File: src/core/etl_pkg.sv
`default_nettype none
package etl_pkg;
   // register byte offsets
   localparam logic [4:0] ETL_OFS_CTRL = 5'h00;
   localparam logic [4:0] ETL_OFS_ACR  = 5'h04;
   localparam logic [4:0] ETL_OFS_DIVH = 5'h08;
   localparam logic [4:0] ETL_OFS_DIVL = 5'h0c;
   localparam logic [4:0] ETL_OFS_NVC  = 5'h10;
   localparam logic [4:0] ETL_OFS_NVH  = 5'h14;
   localparam logic [4:0] ETL_OFS_NVL  = 5'h18;
   // control bit positions
   localparam int ETL_B_LAT  = 0;
   localparam int ETL_B_PGM  = 1;
   localparam int ETL_B_ERA  = 2;
   localparam int ETL_B_BUSY = 3;
   localparam int ETL_B_LOCK = 7;
   // factory values of nonvolatile bytes
   localparam logic [7:0] ETL_NVC_SHIP = 8'hf0;
   localparam logic [7:0] ETL_NVH_SHIP = 8'h85;
   localparam logic [7:0] ETL_NVL_SHIP = 8'hac;
   localparam logic [7:0] ETL_ERASED   = 8'hff;
   // timing
   localparam int ETL_TICK_US    = 35;
   localparam int ETL_CLK_MHZ    = 100;
   localparam int ETL_PROG_US    = 10000;
   localparam int ETL_PROG_TICKS = (ETL_PROG_US + ETL_TICK_US - 1) / ETL_TICK_US;
   // latched target of a program or erase
   typedef enum logic [1:0] {ETL_T_NONE, ETL_T_CFG, ETL_T_DIVH, ETL_T_DIVL} etl_tgt_type;
   typedef enum logic [1:0] {ETL_ST_LOAD, ETL_ST_IDLE, ETL_ST_RUN, ETL_ST_HOLD} etl_st_type;
   // working divider
   typedef struct packed {
      logic        lock_dis;
      logic [10:0] div;
   } etl_div_type;
endpackage
`default_nettype wire

File: src/core/etl_loader.sv
// Functional notes
// RL1 - reset copies config byte into array config
// RL2 - config byte programmed via latch/enable sequence
// RL3 - config byte ships as f0, unprotected
// RL4 - two byte registers hold 11-bit divisor
// RL5 - reset loads divider from nonvolatile copies
// RL6 - divisor divides the selected reference clock
// RL7 - lock freezes divider, blocks nonvolatile copies
// RL8 - divisor writes need latch 0, lock-disable 1
// RL9 - software sets divisor to f*35us+0.5
// RL10 - software avoids programming with wrong divisor
// RL11 - divider copies programmed via latch sequence; code always blocks this
// RL12 - lock-disable 1 blocks divider copy programming
// RL13 - stored lock 0 locks divider forever
// RL14 - wait mode leaves sequence running
// RL15 - stop mode minimises power
// RL16 - software avoids stop during programming
// RL17 - stop with latch+enable pauses, restarts, blocks
// RL18 - stop otherwise aborts the sequence
// RL19 - latch bit captures target; held while enabled
// RL20 - enable powers array only with valid latch
// RL21 - tick on terminal count, then restart
//
// The register offsets and the Avalon-MM slave port were left to the implementer.
`default_nettype none
module etl_loader
   import etl_pkg::*;
#(
   parameter int PROG_TICKS = ETL_PROG_TICKS
) (
   input  wire logic        sys_clk,
   input  wire logic        sys_rst,
   input  wire logic        nv_por,
   input  wire logic [4:0]  avs_address,
   input  wire logic        avs_read,
   input  wire logic        avs_write,
   input  wire logic [31:0] avs_writedata,
   output logic      [31:0] avs_readdata,
   output logic             avs_waitrequest,
   input  wire logic        stop_mode,
   output logic             timebase_tick,
   output logic             array_voltage_on,
   output logic             low_power,
   output logic             array_access_block,
   output logic      [7:0]  array_config_out
);
   // nonvolatile bytes, loaded with factory values only by power-on
   logic [7:0]  nvc_reg, nvc_next, nvh_reg, nvh_next, nvl_reg, nvl_next;
   // working and control state
   etl_st_type  st_reg, st_next;
   etl_div_type div_reg, div_next;
   etl_tgt_type tgt_reg, tgt_next;
   logic [7:0]  acr_reg, acr_next, ldat_reg, ldat_next;
   logic        lat_reg, lat_next, pgm_reg, pgm_next, era_reg, era_next;
   logic        wait_reg, wait_next, blk_reg, blk_next;
   logic        volt_reg, volt_next, tick_reg, tick_next, lp_reg, lp_next;
   logic [31:0] rd_reg, rd_next;
   logic [10:0] tb_reg, tb_next;
   logic [15:0] seq_reg, seq_next;
   logic        acc, wr, nv_div_blk, valid;

   // nonvolatile divider copies blocked from alteration, for every divider and lock value
   function automatic logic div_nv_blocked(input etl_div_type d, input logic [7:0] h);
      div_nv_blocked = d.lock_dis | h[ETL_B_LOCK]; // RL12
      div_nv_blocked = div_nv_blocked | ~d.lock_dis; // RL7
   endfunction

   assign acc     = (avs_read | avs_write) & ~wait_reg;
   assign wr      = acc & avs_write;
   assign nv_div_blk = div_nv_blocked(div_reg, nvh_reg);
   assign valid   = (tgt_reg == ETL_T_CFG) ||
                    ((tgt_reg != ETL_T_NONE) && !nv_div_blk);

   // nonvolatile storage commit at end of sequence
   always_comb begin
      nvc_next = nvc_reg;
      nvh_next = nvh_reg;
      nvl_next = nvl_reg;
      // commit only on the completing edge, not when stop or a clear wins
      if (st_reg == ETL_ST_RUN && seq_reg == 16'(PROG_TICKS) && valid &&
          pgm_reg && !stop_mode) begin
         unique case (tgt_reg)
            ETL_T_CFG:  nvc_next = era_reg ? ETL_ERASED : (nvc_reg & ldat_reg); // RL2
            ETL_T_DIVH: nvh_next = era_reg ? ETL_ERASED : (nvh_reg & ldat_reg); // RL11
            ETL_T_DIVL: nvl_next = era_reg ? ETL_ERASED : (nvl_reg & ldat_reg); // RL11
            ETL_T_NONE: ;
         endcase
      end
   end

   always_ff @(posedge sys_clk or posedge nv_por) begin
      if (nv_por) begin
         nvc_reg <= ETL_NVC_SHIP; // RL3
         nvh_reg <= ETL_NVH_SHIP;
         nvl_reg <= ETL_NVL_SHIP;
      end else begin
         nvc_reg <= nvc_next;
         nvh_reg <= nvh_next;
         nvl_reg <= nvl_next;
      end
   end

   // bus, working registers and sequence
   always_comb begin
      st_next   = st_reg;
      div_next  = div_reg;
      acr_next  = acr_reg;
      tgt_next  = tgt_reg;
      ldat_next = ldat_reg;
      lat_next  = lat_reg;
      pgm_next  = pgm_reg;
      era_next  = era_reg;
      blk_next  = blk_reg;
      seq_next  = seq_reg;
      rd_next   = rd_reg;
      wait_next = 1'b1;
      lp_next   = stop_mode; // RL15
      // timebase, halted in stop
      tick_next = 1'b0;
      tb_next   = tb_reg + 11'h001;
      if (stop_mode) begin
         tb_next = 11'h000;
      end else if (tb_reg + 11'h001 >= div_reg.div) begin
         tb_next   = 11'h000; // RL21
         tick_next = 1'b1; // RL6
      end
      // bus answer one cycle after request
      if ((avs_read | avs_write) && wait_reg && st_reg != ETL_ST_LOAD) begin
         wait_next = 1'b0;
         rd_next   = 32'h0000_0000;
         unique case (avs_address)
            ETL_OFS_CTRL: begin
               rd_next[ETL_B_LAT]  = lat_reg;
               rd_next[ETL_B_PGM]  = pgm_reg;
               rd_next[ETL_B_ERA]  = era_reg;
               rd_next[ETL_B_BUSY] = st_reg != ETL_ST_IDLE;
            end
            ETL_OFS_ACR:  rd_next[7:0] = acr_reg;
            ETL_OFS_DIVH: rd_next[7:0] = {div_reg.lock_dis, 4'h0, div_reg.div[10:8]}; // RL4
            ETL_OFS_DIVL: rd_next[7:0] = div_reg.div[7:0];
            ETL_OFS_NVC:  rd_next[7:0] = nvc_reg;
            ETL_OFS_NVH:  rd_next[7:0] = nvh_reg;
            ETL_OFS_NVL:  rd_next[7:0] = nvl_reg;
            default:      rd_next = 32'h0000_0000;
         endcase
      end
      // register writes at the acknowledging edge
      if (wr) begin
         unique case (avs_address)
            ETL_OFS_CTRL: begin
               era_next = avs_writedata[ETL_B_ERA];
               if (avs_writedata[ETL_B_PGM]) begin
                  pgm_next = pgm_reg | (lat_reg & valid); // RL20
               end else begin
                  pgm_next = 1'b0;
               end
               if (avs_writedata[ETL_B_LAT]) begin
                  lat_next = 1'b1;
               end else if (!pgm_reg) begin
                  lat_next = 1'b0; // RL19
                  tgt_next = ETL_T_NONE;
               end
            end
            ETL_OFS_DIVH: begin
               if (!lat_reg && div_reg.lock_dis) begin // RL8
                  div_next.lock_dis  = avs_writedata[ETL_B_LOCK];
                  div_next.div[10:8] = avs_writedata[2:0];
               end
            end
            ETL_OFS_DIVL: begin
               if (!lat_reg && div_reg.lock_dis) begin // RL8
                  div_next.div[7:0] = avs_writedata[7:0];
               end
            end
            ETL_OFS_NVC, ETL_OFS_NVH, ETL_OFS_NVL: begin
               if (lat_reg && !pgm_reg) begin // RL19
                  ldat_next = avs_writedata[7:0];
                  tgt_next  = (avs_address == ETL_OFS_NVC) ? ETL_T_CFG :
                              (avs_address == ETL_OFS_NVH) ? ETL_T_DIVH : ETL_T_DIVL;
               end
            end
            default: ;
         endcase
      end
      // sequence; no wait input, so it runs on while the core waits
      unique case (st_reg)
         ETL_ST_LOAD: begin
            acr_next = nvc_reg; // RL1
            div_next = {nvh_reg[ETL_B_LOCK], nvh_reg[2:0], nvl_reg}; // RL5 RL13
            st_next  = ETL_ST_IDLE;
         end
         ETL_ST_IDLE: begin
            seq_next = 16'h0000;
            if (pgm_reg && stop_mode) begin
               st_next  = ETL_ST_HOLD; // RL17
               blk_next = 1'b1;
            end else if (pgm_reg) begin
               st_next = ETL_ST_RUN; // RL14
            end
         end
         ETL_ST_RUN: begin
            // stop as a level, so a stop just before the run is not missed
            if (stop_mode && lat_reg && pgm_reg) begin
               st_next  = ETL_ST_HOLD; // RL17
               blk_next = 1'b1;
            end else if (stop_mode || !pgm_reg) begin
               st_next  = ETL_ST_IDLE; // RL18
               pgm_next = 1'b0;
            end else if (seq_reg == 16'(PROG_TICKS)) begin
               st_next  = ETL_ST_IDLE;
               pgm_next = 1'b0;
               blk_next = 1'b0;
            end else if (tick_reg) begin
               seq_next = seq_reg + 16'h0001;
            end
         end
         ETL_ST_HOLD: begin
            seq_next = 16'h0000;
            if (!stop_mode) begin
               st_next = ETL_ST_RUN; // RL17
            end
         end
      endcase
      volt_next = (st_next == ETL_ST_RUN); // RL20
   end

   always_ff @(posedge sys_clk or posedge sys_rst) begin
      if (sys_rst) begin
         st_reg        <= ETL_ST_LOAD;
         div_reg       <= '0;
         acr_reg       <= 8'h00;
         tgt_reg       <= ETL_T_NONE;
         ldat_reg      <= 8'h00;
         lat_reg       <= 1'b0;
         pgm_reg       <= 1'b0;
         era_reg       <= 1'b0;
         blk_reg       <= 1'b0;
         seq_reg       <= 16'h0000;
         rd_reg        <= 32'h0000_0000;
         wait_reg      <= 1'b1;
         volt_reg      <= 1'b0;
         tick_reg      <= 1'b0;
         lp_reg        <= 1'b0;
         tb_reg        <= 11'h000;
      end else begin
         st_reg        <= st_next;
         div_reg       <= div_next;
         acr_reg       <= acr_next;
         tgt_reg       <= tgt_next;
         ldat_reg      <= ldat_next;
         lat_reg       <= lat_next;
         pgm_reg       <= pgm_next;
         era_reg       <= era_next;
         blk_reg       <= blk_next;
         seq_reg       <= seq_next;
         rd_reg        <= rd_next;
         wait_reg      <= wait_next;
         volt_reg      <= volt_next;
         tick_reg      <= tick_next;
         lp_reg        <= lp_next;
         tb_reg        <= tb_next;
      end
   end

   // outputs straight from flops
   assign avs_readdata       = rd_reg;
   assign avs_waitrequest    = wait_reg;
   assign timebase_tick      = tick_reg;
   assign array_voltage_on   = volt_reg;
   assign low_power          = lp_reg;
   assign array_access_block = blk_reg;
   assign array_config_out   = acr_reg;
endmodule // etl_loader
`default_nettype wire

File: config.mk
export PLATFORM = sky130hd
export DESIGN_NAME = etl_loader
export DESIGN_NICKNAME = d
export VERILOG_FILES = /design/src/core/etl_pkg.sv /design/src/core/etl_loader.sv
export SDC_FILE = /design/constraint.sdc
export NUM_CORES = 1
export LEC_CHECK = 0
export BUFFER_PORTS_ARGS = -buffer_cell sky130_fd_sc_hd__buf_2
export CAP_MARGIN = 20
export CORE_UTILIZATION = 50
export CTS_BUF_LIST = sky130_fd_sc_hd__clkbuf_4 sky130_fd_sc_hd__clkbuf_8 sky130_fd_sc_hd__clkbuf_16
export DETAILED_ROUTE_END_ITERATION = 6
export PLACE_DENSITY = 0.71
export SYNTH_ARGS = -nofsm -noshare
export SYNTH_HDL_FRONTEND = slang
export SYNTH_SLANG_ARGS = --single-unit
File: constraint.sdc
create_clock -name sys_clk -period 2.78 [get_ports sys_clk]
set_input_delay 0.139 -clock sys_clk [delete_from_list [all_inputs] [get_ports sys_clk]]
set_output_delay 0.139 -clock sys_clk [all_outputs]
set_load 0.005 [all_outputs]
---- Word-level counts from Yosys, hierarchy flattened ----
Cells that the tools add are included.
storage, ports and cells
  flip-flop bits (word level) ............. 99
  input port bits ......................... 43
  output and inout port bits .............. 45
  logic and storage cells ................. 152
cells by class
  add/subtract/negate cells ............... 2
  magnitude comparators ................... 1
  eq/ne operators ......................... 26
  mux-type cells .......................... 48
  bitwise operators ....................... 12
  reductions and logical operators ........ 42
operator list
  kind                                            number
  two-way mux 16 bit                              4
  two-way mux 8 bit                               5
  case mux 16 bit (2 select lines)                1
  case mux 4 bit (7 select lines)                 1
  bitwise AND 8 bit                               3
  two-way mux 12 bit                              2
  case mux 4 bit (6 select lines)                 1
  two-way mux 11 bit                              2
  two-way mux 2 bit                               10
  inequality test 2 bit, second input constant    9
  nonzero test 2 bit                              9
  two-way mux 1 bit                               17
  adder 16 x 1 -> 16 bit, second input constant   1
  == test 16 x 9 -> 1 bit, second input constant  1
  == test 5 bit, second input constant            3
  logical AND 1 bit                               12
  AND reduction 3 bit                             4
  adder 11 x 1 -> 11 bit, second input constant   1
  greater-or-equal comparator 11 bit              1
  == test 2 bit, second input constant            5
  == test 5 x 4 -> 1 bit, second input constant   2
  AND reduction 5 bit                             2
  two-way mux 4 bit                               2
  case mux 2 bit (4 select lines)                 1
  18 further kinds                                32

---- Longest topological paths before layout ----
Gate-level depths: netlist of run 1.
  word-level depth ........................ 14
  gate-level depth with buffers ........... 10
  depth with buffers taken out ............ 9

---- Worst setup path before layout of run 1 ----
No wires, ideal clock.
  kind .................................... register to register
  start point ............................. register tb_reg[2]
  end point ............................... register tb_reg[2]
  library setup time ...................... 0.135 ns
  arrival ................................. 2.020 ns
  data required time ...................... 2.645 ns
  path slack .............................. 0.624 ns
  stages on the path, launching flop included .. 11
  period minus slack after synthesis ...... 2.156 ns
  cells stage by stage .................... dfrtp_1 > and3_1 > and3_1 > xor2_1 > ha_1 > nand2_1 > nor2_1 > a21oi_1 > o211ai_1 > clkbuf_1 > nor3b_1
between the ends
  cells in the longest elaborated chain, start to end .. 4
ends and longest elaborated chain
  element                             RTL line                              text
  start, declared                     etl_loader.sv:58                      logic [10:0] tb_reg, tb_next;
  start signal, assigned              etl_loader.sv:261                     tb_reg <= tb_next;
  adder 11 x 1 -> 11 bit (*)          etl_loader.sv:120, etl_loader.sv:123
  greater-or-equal comparator 11 bit  etl_loader.sv:123                     end else if (tb_reg + 11'h001 >= div_reg.div) begin
  two-way mux 11 bit (*)              etl_loader.sv:123
  two-way mux 11 bit (*)              etl_loader.sv:121                     if (stop_mode) begin
  net tb_next[2]                      etl_loader.sv:58
The timed path passes the listed nets; every way through them passes the cells marked *.
A chain may end at the register's enable or synchronous reset.

---- Final worst setup path of run 1 ----
  start point ............................. register tb_reg[0]
  end point ............................... register tb_reg[2]
Same word-level chain as after synthesis.

==> results of run 1 <==
==> critical path: cells and delay by family (launching register included) <==
family          cells  cell delay [ps]
buf+inv             1              190
compound gates      1              100
fa+ha+maj           2              510
simple gates        5              860
flops               1              410
xor+xnor            1              200
==> final timing paths <==
check | startpoint | endpoint | cells after the start
worst min register to register | nvl_reg[5]$_DFFE_PP1P_ | nvl_reg[5]$_DFFE_PP1P_ | 0
max in group asynchronous | sys_rst | div_reg[1]$_DFFE_PP0P_ | 4
worst max register to register | tb_reg[0]$_DFF_PP0_ | tb_reg[2]$_DFF_PP0_ | 10
worst max-delay path | tb_reg[0]$_DFF_PP0_ | tb_reg[2]$_DFF_PP0_ | 10
worst min-delay path | avs_writedata[7] | ldat_reg[7]$_DFFE_PP0P_ | 2
min in group asynchronous | sys_rst | array_config_out[0]$_DFFE_PP0P_ | 3
==> metal layers <==
metal  up-vias  global-route usage, %  wire length (um)
met5         -                      0                 0
met4         0                  8.571               195
met3        17                  5.609               604
met2       114                  36.29              5240
met1      1754                  31.17              4903
li1       1712                      -                 -
==> metrics by stage <==
| step | util [%] | total power [mW] | std cells |
|---|---|---|---|
| 2_1_floorplan | - | 1.753 | 509 |
| 3_3_place_gp | 53.38 | 1.814 | 631 |
| 3_5_place_dp | 53.38 | 1.828 | 631 |
| 4_1_cts | 56.04 | 2.893 | 650 |
| 5_1_grt | 56.22 | 2.998 | 652 |
| 6_report | 56.25 | 2.864 | 653 |
==> placed cells by master, fill, tap and decap left out, drive strengths merged, types with 3 or more instances in the layout <==
master,count
dfrtp,87
buf,49
nand2,37
o21ai,32
nor2,31
conb,24
inv,19
mux2,18
nand3,18
mux2i,17
xor2,14
ha,14
a21oi,13
dfstp,12
nor3b,11
and3,10
nor3,9
xnor2,9
clkbuf,9
nand4,9
and2,7
a22oi,7
a22o,6
nor2b,6
a21o,5
nand2b,4
dlygate4sd3,4
and4,3
a221oi,3
==> area by class of cell <==
cell class,count,area (sq um),area share [%]
flip-flops and latches,99,2492,45.33
multi-input cells,335,2236,40.67
repair buffers,53,310.3,5.644
well taps,133,166.4,3.027
clock buffers,9,123.9,2.253
clock inverters,7,106.4,1.934
inverters,16,60.06,1.092
diodes,1,2.502,0.04552
==> cell families (layout without fill, tap and decap cells) <==
group,after synthesis,after routing,share of synthesized area (%)
muxes,35,35,7.418
other,1,25,0.07461
buffers and inverters,75,85,7.692
and+or+nand+nor,159,159,17.60
adders and majority gates,14,14,3.485
xor gates and xnor gates,23,23,4.008
AOI/OAI and AO/OA,80,80,10.13
DFF,99,99,49.59
==> report_power, final <==
part	internal (mW)	switching [mW]	total, mW
combinational	0.0986	0.155	0.253
clock	0.522	0.538	1.06
sequential	1.50	0.0535	1.55
==> repair_timing <==
action / 4_1_cts / 5_1_grt
endpoints found under the setup margin: 0 / 7
buffers inserted: 0 / 1
hold endpoints to repair: 43 / 1
hold buffers: 3 / 1
==> results.json, run 1 <==
{
  "outcome": "complete, no violations",
  "ant_nets": 0,
  "first_iter_violations": 205,
  "grt_max_degree": 33,
  "ys_seq_area_share_pct": 49.59,
  "hpwl_um": 7881,
  "cp_cell_sequence": "ha_1 -> and3_1 -> nand3_1 -> xnor2_1 -> ha_1 -> and3_1 -> nand3_1 -> o211ai_1 -> buf_4 -> nor3b_1",
  "ys_seq_elements": 99,
  "numCtsBuffers": 9,
  "synth_edf_count": 0,
  "gp_congestion": 0.8929,
  "synth_area_leaders": "dfrtp_1 (43%), dfstp_2 (6.3%), mux2_2 (4.0%)",
  "fin_nets": 571,
  "ctsLongestPathBuffers": 2,
  "worstSetupStartpointType": "flop",
  "syn-cell-area_sq_um": 5026,
  "root_buffer": "clkbuf_8",
  "worstMarginPinSlew_ps": 966.0,
  "numPortBuffers": 39,
  "largest_reg_flops": 16,
  "area_growth_pct": 9.385,
  "syn_area_per_cell_sq_um": 10.34,
  "fp-row-count": 36,
  "vias_per_cell": 5.508,
  "placed_cell_area_sq_um": 5218,
  "hp-class": "in2reg",
  "start_util_pct": 51.42,
  "setup_viol": 0,
  "yosysMostFrequentCell": "dfrtp_1",
  "wl_per_cell_um": 16.76,
  "synth-async-reset-ratio_pct": 100.0,
  "clock_latency_ps": 390,
  "grt_pass1_vias": 3611,
  "crit_type": "reg2reg",
  "ioPinCount": 88,
  "die_area_sq_um": 10460,
  "routed_wl_um": 10940,
  "dp_slack_ps": 144.5,
  "drv_slew": 0,
  "cts_tree": "yes",
  "finalWorstSetupSlack_ps": 406.7,
  "synth_area_leader_cell": "dfrtp_1",
  "coreArea_sq_um": 9774,
  "post-route-drc-count": 0,
  "min_period_ps": 2373,
  "p_leak_nw": 2.696,
  "fin_crit_sh_pct": 85.37,
  "synth_top_area_share_pct": 43.32,
  "antenna_found_initial": 1,
  "worstPathMaxFanout": 12,
  "skew_ps": 22.02,
  "track_usage_pct": 23.12,
  "drive_above_1_share_pct": 19.65,
  "cpPeakStageDelay_ps": 410,
  "fmax_ghz": 0.4214,
  "grt_pass1_wl_um": 18020,
  "cts.clk_slew.worst_paths_ps": 120,
  "cap_violations": 0,
  "setup.worst_path.end_class": "flop",
  "h-tree-depth": 3,
  "slew_headroom_pct": 35.53,
  "syn_inst": 486,
  "post_cts_resized": 0,
  "p_per_area_nw_per_um2": 520.9,
  "fin_setup_tns_ps": 0,
  "holdWs_ps": 20.97,
  "final_hold_viol_count": 0,
  "vias": 3597,
  "synth_cell_type_count": 53,
  "num-fill-cells": 867,
  "die-width_um": 102.3,
  "yosys_most_used_dff": "dfrtp_1",
  "die_h_um": 102.3,
  "cp.arrival_ps": 2650,
  "clkSinkCount": 99,
  "drt-pass1-iter-count": 4,
  "yosys-top-cells-count": "dfrtp_1 (87), nand2_1 (37), clkbuf_1 (32), o21ai_0 (32), nor2_1 (31)",
  "yosys_warnings": 0,
  "r2r_slack_ps": 410,
  "ir_drop_mv": 0.4636,
  "critical_path_required_ps": 3060,
  "final_area_sq_um": 5498,
  "rsz0062_at_grt": "no",
  "overflow": 0,
  "critPathSlowestCell": "dfrtp_1"
}
(Power assumes the default switching activity.)
==> inputs of run 2 (changes only) <==
--- a/config.mk
+++ b/config.mk
@@ -10,6 +10,7 @@
 export CORE_UTILIZATION = 50
 export CTS_BUF_LIST = sky130_fd_sc_hd__clkbuf_4 sky130_fd_sc_hd__clkbuf_8 sky130_fd_sc_hd__clkbuf_16
 export DETAILED_ROUTE_END_ITERATION = 6
+export MAX_ROUTING_LAYER = met4
 export PLACE_DENSITY = 0.71
 export SYNTH_ARGS = -nofsm -noshare
 export SYNTH_HDL_FRONTEND = slang
==> results.json, run 2 (synthesis results as in run 1) <==
{
  "cts_tree": "yes",
  "final_hold_viol_count": 0,
  "final_common_cell": "dfrtp_1",
  "dp_slack_ps": 165.5,
  "placed_cells": 630,
  "fin_crit_sh_pct": 86.67,
  "crit_type": "reg2reg",
  "slew_headroom_pct": 49.25,
  "grt_max_degree": 46,
  "worstSetupStartpointType": "flop",
  "fin_setup_tns_ps": 0,
  "track_usage_pct": 24.52,
  "final_cell_mix": "dfrtp_1 (87), buf_2 (39), nand2_1 (37), o21ai_0 (32), nor2_1 (30)",
  "critical_path_required_ps": 3080,
  "min_period_ps": 2409,
  "post-route-drc-count": 0,
  "ir_drop_mv": 0.2870,
  "grt_pass1_wl_um": 18570,
  "wl_per_cell_um": 17.37,
  "timing.rr.start": "tb_reg[0]$_DFF_PP0_",
  "hpwl_um": 8014,
  "worstMarginPinSlew_ps": 742.0,
  "hp-class": "in2reg",
  "vias_per_cell": 5.617,
  "fin_nets": 573,
  "ioPinCount": 88,
  "post_cts_resized": 0,
  "setup.worst_path.end_class": "flop",
  "cp.arrival_ps": 2710,
  "drt-pass1-iter-count": 5,
  "critPathLaunch": "tb_reg[0]$_DFF_PP0_",
  "numCtsBuffers": 9,
  "clock_latency_ps": 390,
  "area_growth_pct": 10.46,
  "ant_nets": 0,
  "cts.clk_slew.worst_paths_ps": 100,
  "h-tree-depth": 3,
  "grt_pass1_vias": 3624,
  "worstPathMaxFanout": 11,
  "coreArea_sq_um": 9774,
  "fin_cells": 655,
  "fp-row-count": 36,
  "setup_viol": 0,
  "clkSinkCount": 99,
  "overflow": 0,
  "hold_start": "avs_writedata[5]",
  "p_per_area_nw_per_um2": 519.5,
  "gp_congestion": 0.9261,
  "die_h_um": 102.3,
  "routed_wl_um": 11380,
  "numPortBuffers": 39,
  "finalWorstSetupSlack_ps": 370.7,
  "drv_slew": 0,
  "drive_above_1_share_pct": 19.58,
  "fmax_ghz": 0.4151,
  "die-width_um": 102.3,
  "die_area_sq_um": 10460,
  "cap_violations": 0,
  "antenna_found_initial": 0,
  "first_iter_violations": 234,
  "root_buffer": "clkbuf_8",
  "outcome": "complete, no violations",
  "rsz0062_at_grt": "no",
  "largest_reg_flops": 16,
  "vias": 3679,
  "ctsLongestPathBuffers": 2,
  "skew_ps": 12.52,
  "start_util_pct": 51.42,
  "p_leak_nw": 2.721
}
[run 2: cell count changes in the layout (fill, tap and decap cells not counted)]
cell           before  now
buf_12              0    1
buf_16              0    1
buf_4              10    8
clkbuf_8            9   10
clkinvlp_4          2    1
dlygate4sd3_1       4    6
inv_6               1    3
inv_8               2    0
[run 2: area by class of cell]
class / count / area (sq um)
diodes: 1 / 2.502
clock buffers: 10 / 137.6
clock inverters: 6 / 93.84
fillers: 884 / 4223
inverters: 16 / 60.06
multi-input cells: 335 / 2236
flip-flops and latches: 99 / 2492
well taps: 133 / 166.4
repair buffers: 55 / 362.8
[run 2: where the power goes]
| group | internal, mW | switching [mW] | leakage (nW) |
|---|---|---|---|
| combinational | 0.106 | 0.161 | 1.31 |
| clock | 0.541 | 0.525 | 0.114 |
| sequential | 1.50 | 0.0528 | 1.30 |
[run 2: critical path, stage by stage (launching register included)]
cell,delay [ps]
dfrtp_1,410
ha_1,240
and3_1,240
nand3_1,110
xnor2_1,220
ha_1,290
and3_1,200
nand3_1,90
o211ai_1,120
buf_4,200
nor3b_1,190
[run 2: what timing repair did]
action,4_1_cts,5_1_grt
endpoints found under the hold margin,41,1
buffers inserted,0,1
hold buffers,5,1
setup endpoints to repair,0,12
[run 2: final timing paths]
kind                                                    to  slack, ps  cells past startpoint
setup / recovery                       tb_reg[9]$_DFF_PP0_        370                     10
max in group asynchronous  array_config_out[3]$_DFFE_PP0P_       1680                      4
hold reg to reg                     nvh_reg[2]$_DFFE_PP1P_        380                      0
hold / removal                     ldat_reg[5]$_DFFE_PP0P_         20                      2
setup reg to reg                       tb_reg[9]$_DFF_PP0_        370                     10
min in group asynchronous           nvl_reg[6]$_DFFE_PP0P_        190                      3
[run 2: metal layers]
metal | vias up | routed length (um) | GRT usage [%]
li1 | 1705 | - | -
met1 | 1830 | 4963 | 30.99
met2 | 129 | 5545 | 37.95
met3 | 15 | 704 | 7.114
met4 | 0 | 161 | 7.912
met5 | - | 0 | -
[run 2: through the flow]
step	power (mW)	hold slack, ps	utilization, %	instance area (sq um)
4_1_cts	2.904	3.268	56.31	5504
3_3_place_gp	1.816	276.7	53.43	5223
3_5_place_dp	1.830	286.4	53.43	5223
6_report	2.884	24.06	56.80	5552
2_1_floorplan	1.753	145.5	-	5112
5_1_grt	3.014	8.838	56.77	5549
==> inputs of run 3 (changes only) <==
--- a/config.mk
+++ b/config.mk
@@ -7,6 +7,8 @@
 export LEC_CHECK = 0
 export BUFFER_PORTS_ARGS = -buffer_cell sky130_fd_sc_hd__buf_2
 export CAP_MARGIN = 20
+export CORE_ASPECT_RATIO = 2
+export CORE_MARGIN = 8
 export CORE_UTILIZATION = 50
 export CTS_BUF_LIST = sky130_fd_sc_hd__clkbuf_4 sky130_fd_sc_hd__clkbuf_8 sky130_fd_sc_hd__clkbuf_16
 export DETAILED_ROUTE_END_ITERATION = 6
==> results.json, run 3 (synthesis results as in run 1) <==
{
  "holdWs_ps": 18.12,
  "routed_wl_um": 10750,
  "crit_type": "reg2reg",
  "cap_violations": 0,
  "ir_drop_mv": 0.3998,
  "fmax_ghz": 0.4325,
  "die_area_sq_um": 13710,
  "grt_pass1_wl_um": 17880,
  "multi_input_area_sq_um": 2236,
  "post-route-drc-count": 0,
  "final_area_sq_um": 5545,
  "outcome": "complete, no violations",
  "grt_max_degree": 43,
  "area_growth_pct": 10.33,
  "slew_headroom_pct": 35.19,
  "cpPeakStageDelay_ps": 630,
  "critPathBufInv": 1,
  "cp.arrival_ps": 2590,
  "hpwl_um": 7724,
  "cts_tree": "yes",
  "ant_nets": 0,
  "overflow": 0,
  "skew_ps": 9.369,
  "final_cell_mix": "dfrtp_1 (87), buf_2 (39), nand2_1 (37), o21ai_0 (32), nor2_1 (30)",
  "worstPathMaxFanout": 9,
  "worstMarginPinSlew_ps": 971.1,
  "power_mw": 3.057,
  "cpLargestDelayFamily": "simple AND/OR/NAND/NOR gates",
  "min_period_ps": 2312,
  "numPortBuffers": 39,
  "die-width_um": 86.90,
  "placed_cell_area_sq_um": 5225,
  "root_buffer": "clkbuf_16",
  "fp-row-count": 52,
  "rsz0062_at_grt": "no",
  "p_leak_nw": 2.726,
  "vias_per_cell": 5.349,
  "numCtsBuffers": 9,
  "hp-class": "in2async",
  "largest_reg_flops": 16,
  "clock_latency_ps": 340,
  "track_usage_pct": 17.30,
  "gp_congestion": 0.8868,
  "die_h_um": 157.8,
  "critPathSlowestCell": "or4b_4",
  "start_util_pct": 50.49,
  "drt-pass1-iter-count": 4,
  "ctsLongestPathBuffers": 2,
  "final_common_cell": "dfrtp_1",
  "antenna_found_initial": 0,
  "coreArea_sq_um": 9955,
  "final_hold_viol_count": 0,
  "ioPinCount": 88,
  "antenna_cells": 0,
  "post_cts_resized": 0,
  "cts.clk_slew.worst_paths_ps": 70,
  "h-tree-depth": 3,
  "wl_per_cell_um": 16.54,
  "drv_slew": 0,
  "first_iter_violations": 247,
  "vias": 3477,
  "p_per_area_nw_per_um2": 551.4,
  "drive_above_1_share_pct": 19.61,
  "critical_path_required_ps": 3050,
  "fin_crit_sh_pct": 83.18,
  "regArea_sq_um": 2492,
  "cp_cell_sequence": "inv_1 -> ha_1 -> and4b_1 -> nand4_4 -> or4b_4 -> or2_0 -> nand2_1",
  "fin_nets": 567,
  "grt_pass1_vias": 3466,
  "setup.worst_path.end_class": "flop",
  "worstSetupStartpointType": "flop",
  "fin_setup_tns_ps": 0,
  "setup_viol": 0,
  "num-fill-cells": 895,
  "clkSinkCount": 99
}
-- run 3: layer usage --
| metal | global-route usage [%] | vias up | share of wire [%] |
|---|---|---|---|
| li1 | - | 1688 | - |
| met1 | 22.04 | 1701 | 44 |
| met2 | 27.10 | 79 | 50 |
| met3 | 3.744 | 9 | 5.2 |
| met4 | 4.632 | 0 | 1.1 |
| met5 | - | - | 0 |
-- run 3: path summary, 6_finish.rpt --
path	slack [ps]	end	cells past startpoint	startpoint
max	470	nvc_reg[7]$_DFFE_PP1P_	7	seq_reg[0]$_DFFE_PP0P_
min	20	nvc_reg[0]$_DFFE_PP0P_	2	nv_por
max reg2reg	470	nvc_reg[7]$_DFFE_PP1P_	7	seq_reg[0]$_DFFE_PP0P_
min reg2reg	370	nvl_reg[3]$_DFFE_PP1P_	0	nvl_reg[3]$_DFFE_PP1P_
max in group asynchronous	1560	avs_waitrequest$_DFF_PP1_	4	sys_rst
min in group sys_clk	40	ldat_reg[3]$_DFFE_PP0P_	2	avs_writedata[3]
-- run 3: metrics by stage --
step / std cells / setup WS, ps / util (%)
2_1_floorplan: 509 / 624.3 / -
3_3_place_gp: 632 / 212.6 / 52.49
3_5_place_dp: 632 / 181.8 / 52.49
4_1_cts: 649 / 139.5 / 55.63
5_1_grt: 650 / 268.9 / 55.71
6_report: 650 / 467.7 / 55.71
-- run 3: area by class of cell --
type | count | share of cell area [%]
Clock buffer | 10 | 4.197
Multi-Input combinational cell | 335 | 40.32
Inverter | 16 | 1.083
Sequential cell | 99 | 44.95
Tap cell | 135 | 3.046
Clock inverter | 6 | 1.264
Timing Repair Buffer | 49 | 5.144
-- run 3: timing repair --
item                                   4_1_cts  5_1_grt
buffers inserted                             0        1
hold buffers                                 1        0
endpoints found under the hold margin       33        0
setup endpoints to repair                    0        8
-- run 3: power breakdown --
| group | total [mW] | internal (mW) | switching [mW] |
|---|---|---|---|
| Clock | 1.26 | 0.718 | 0.541 |
| Sequential | 1.55 | 1.50 | 0.0503 |
| Combinational | 0.250 | 0.0965 | 0.154 |
| Total | 3.06 | 2.31 | 0.745 |
-- run 3: worst reg2reg max path, delay by kind of cell, from the launching register on --
family	cells	cell delay [ps]
and+or+nand+nor	5	1620
adders and majority gates	1	140
buffers and inverters	1	70
DFF	1	420
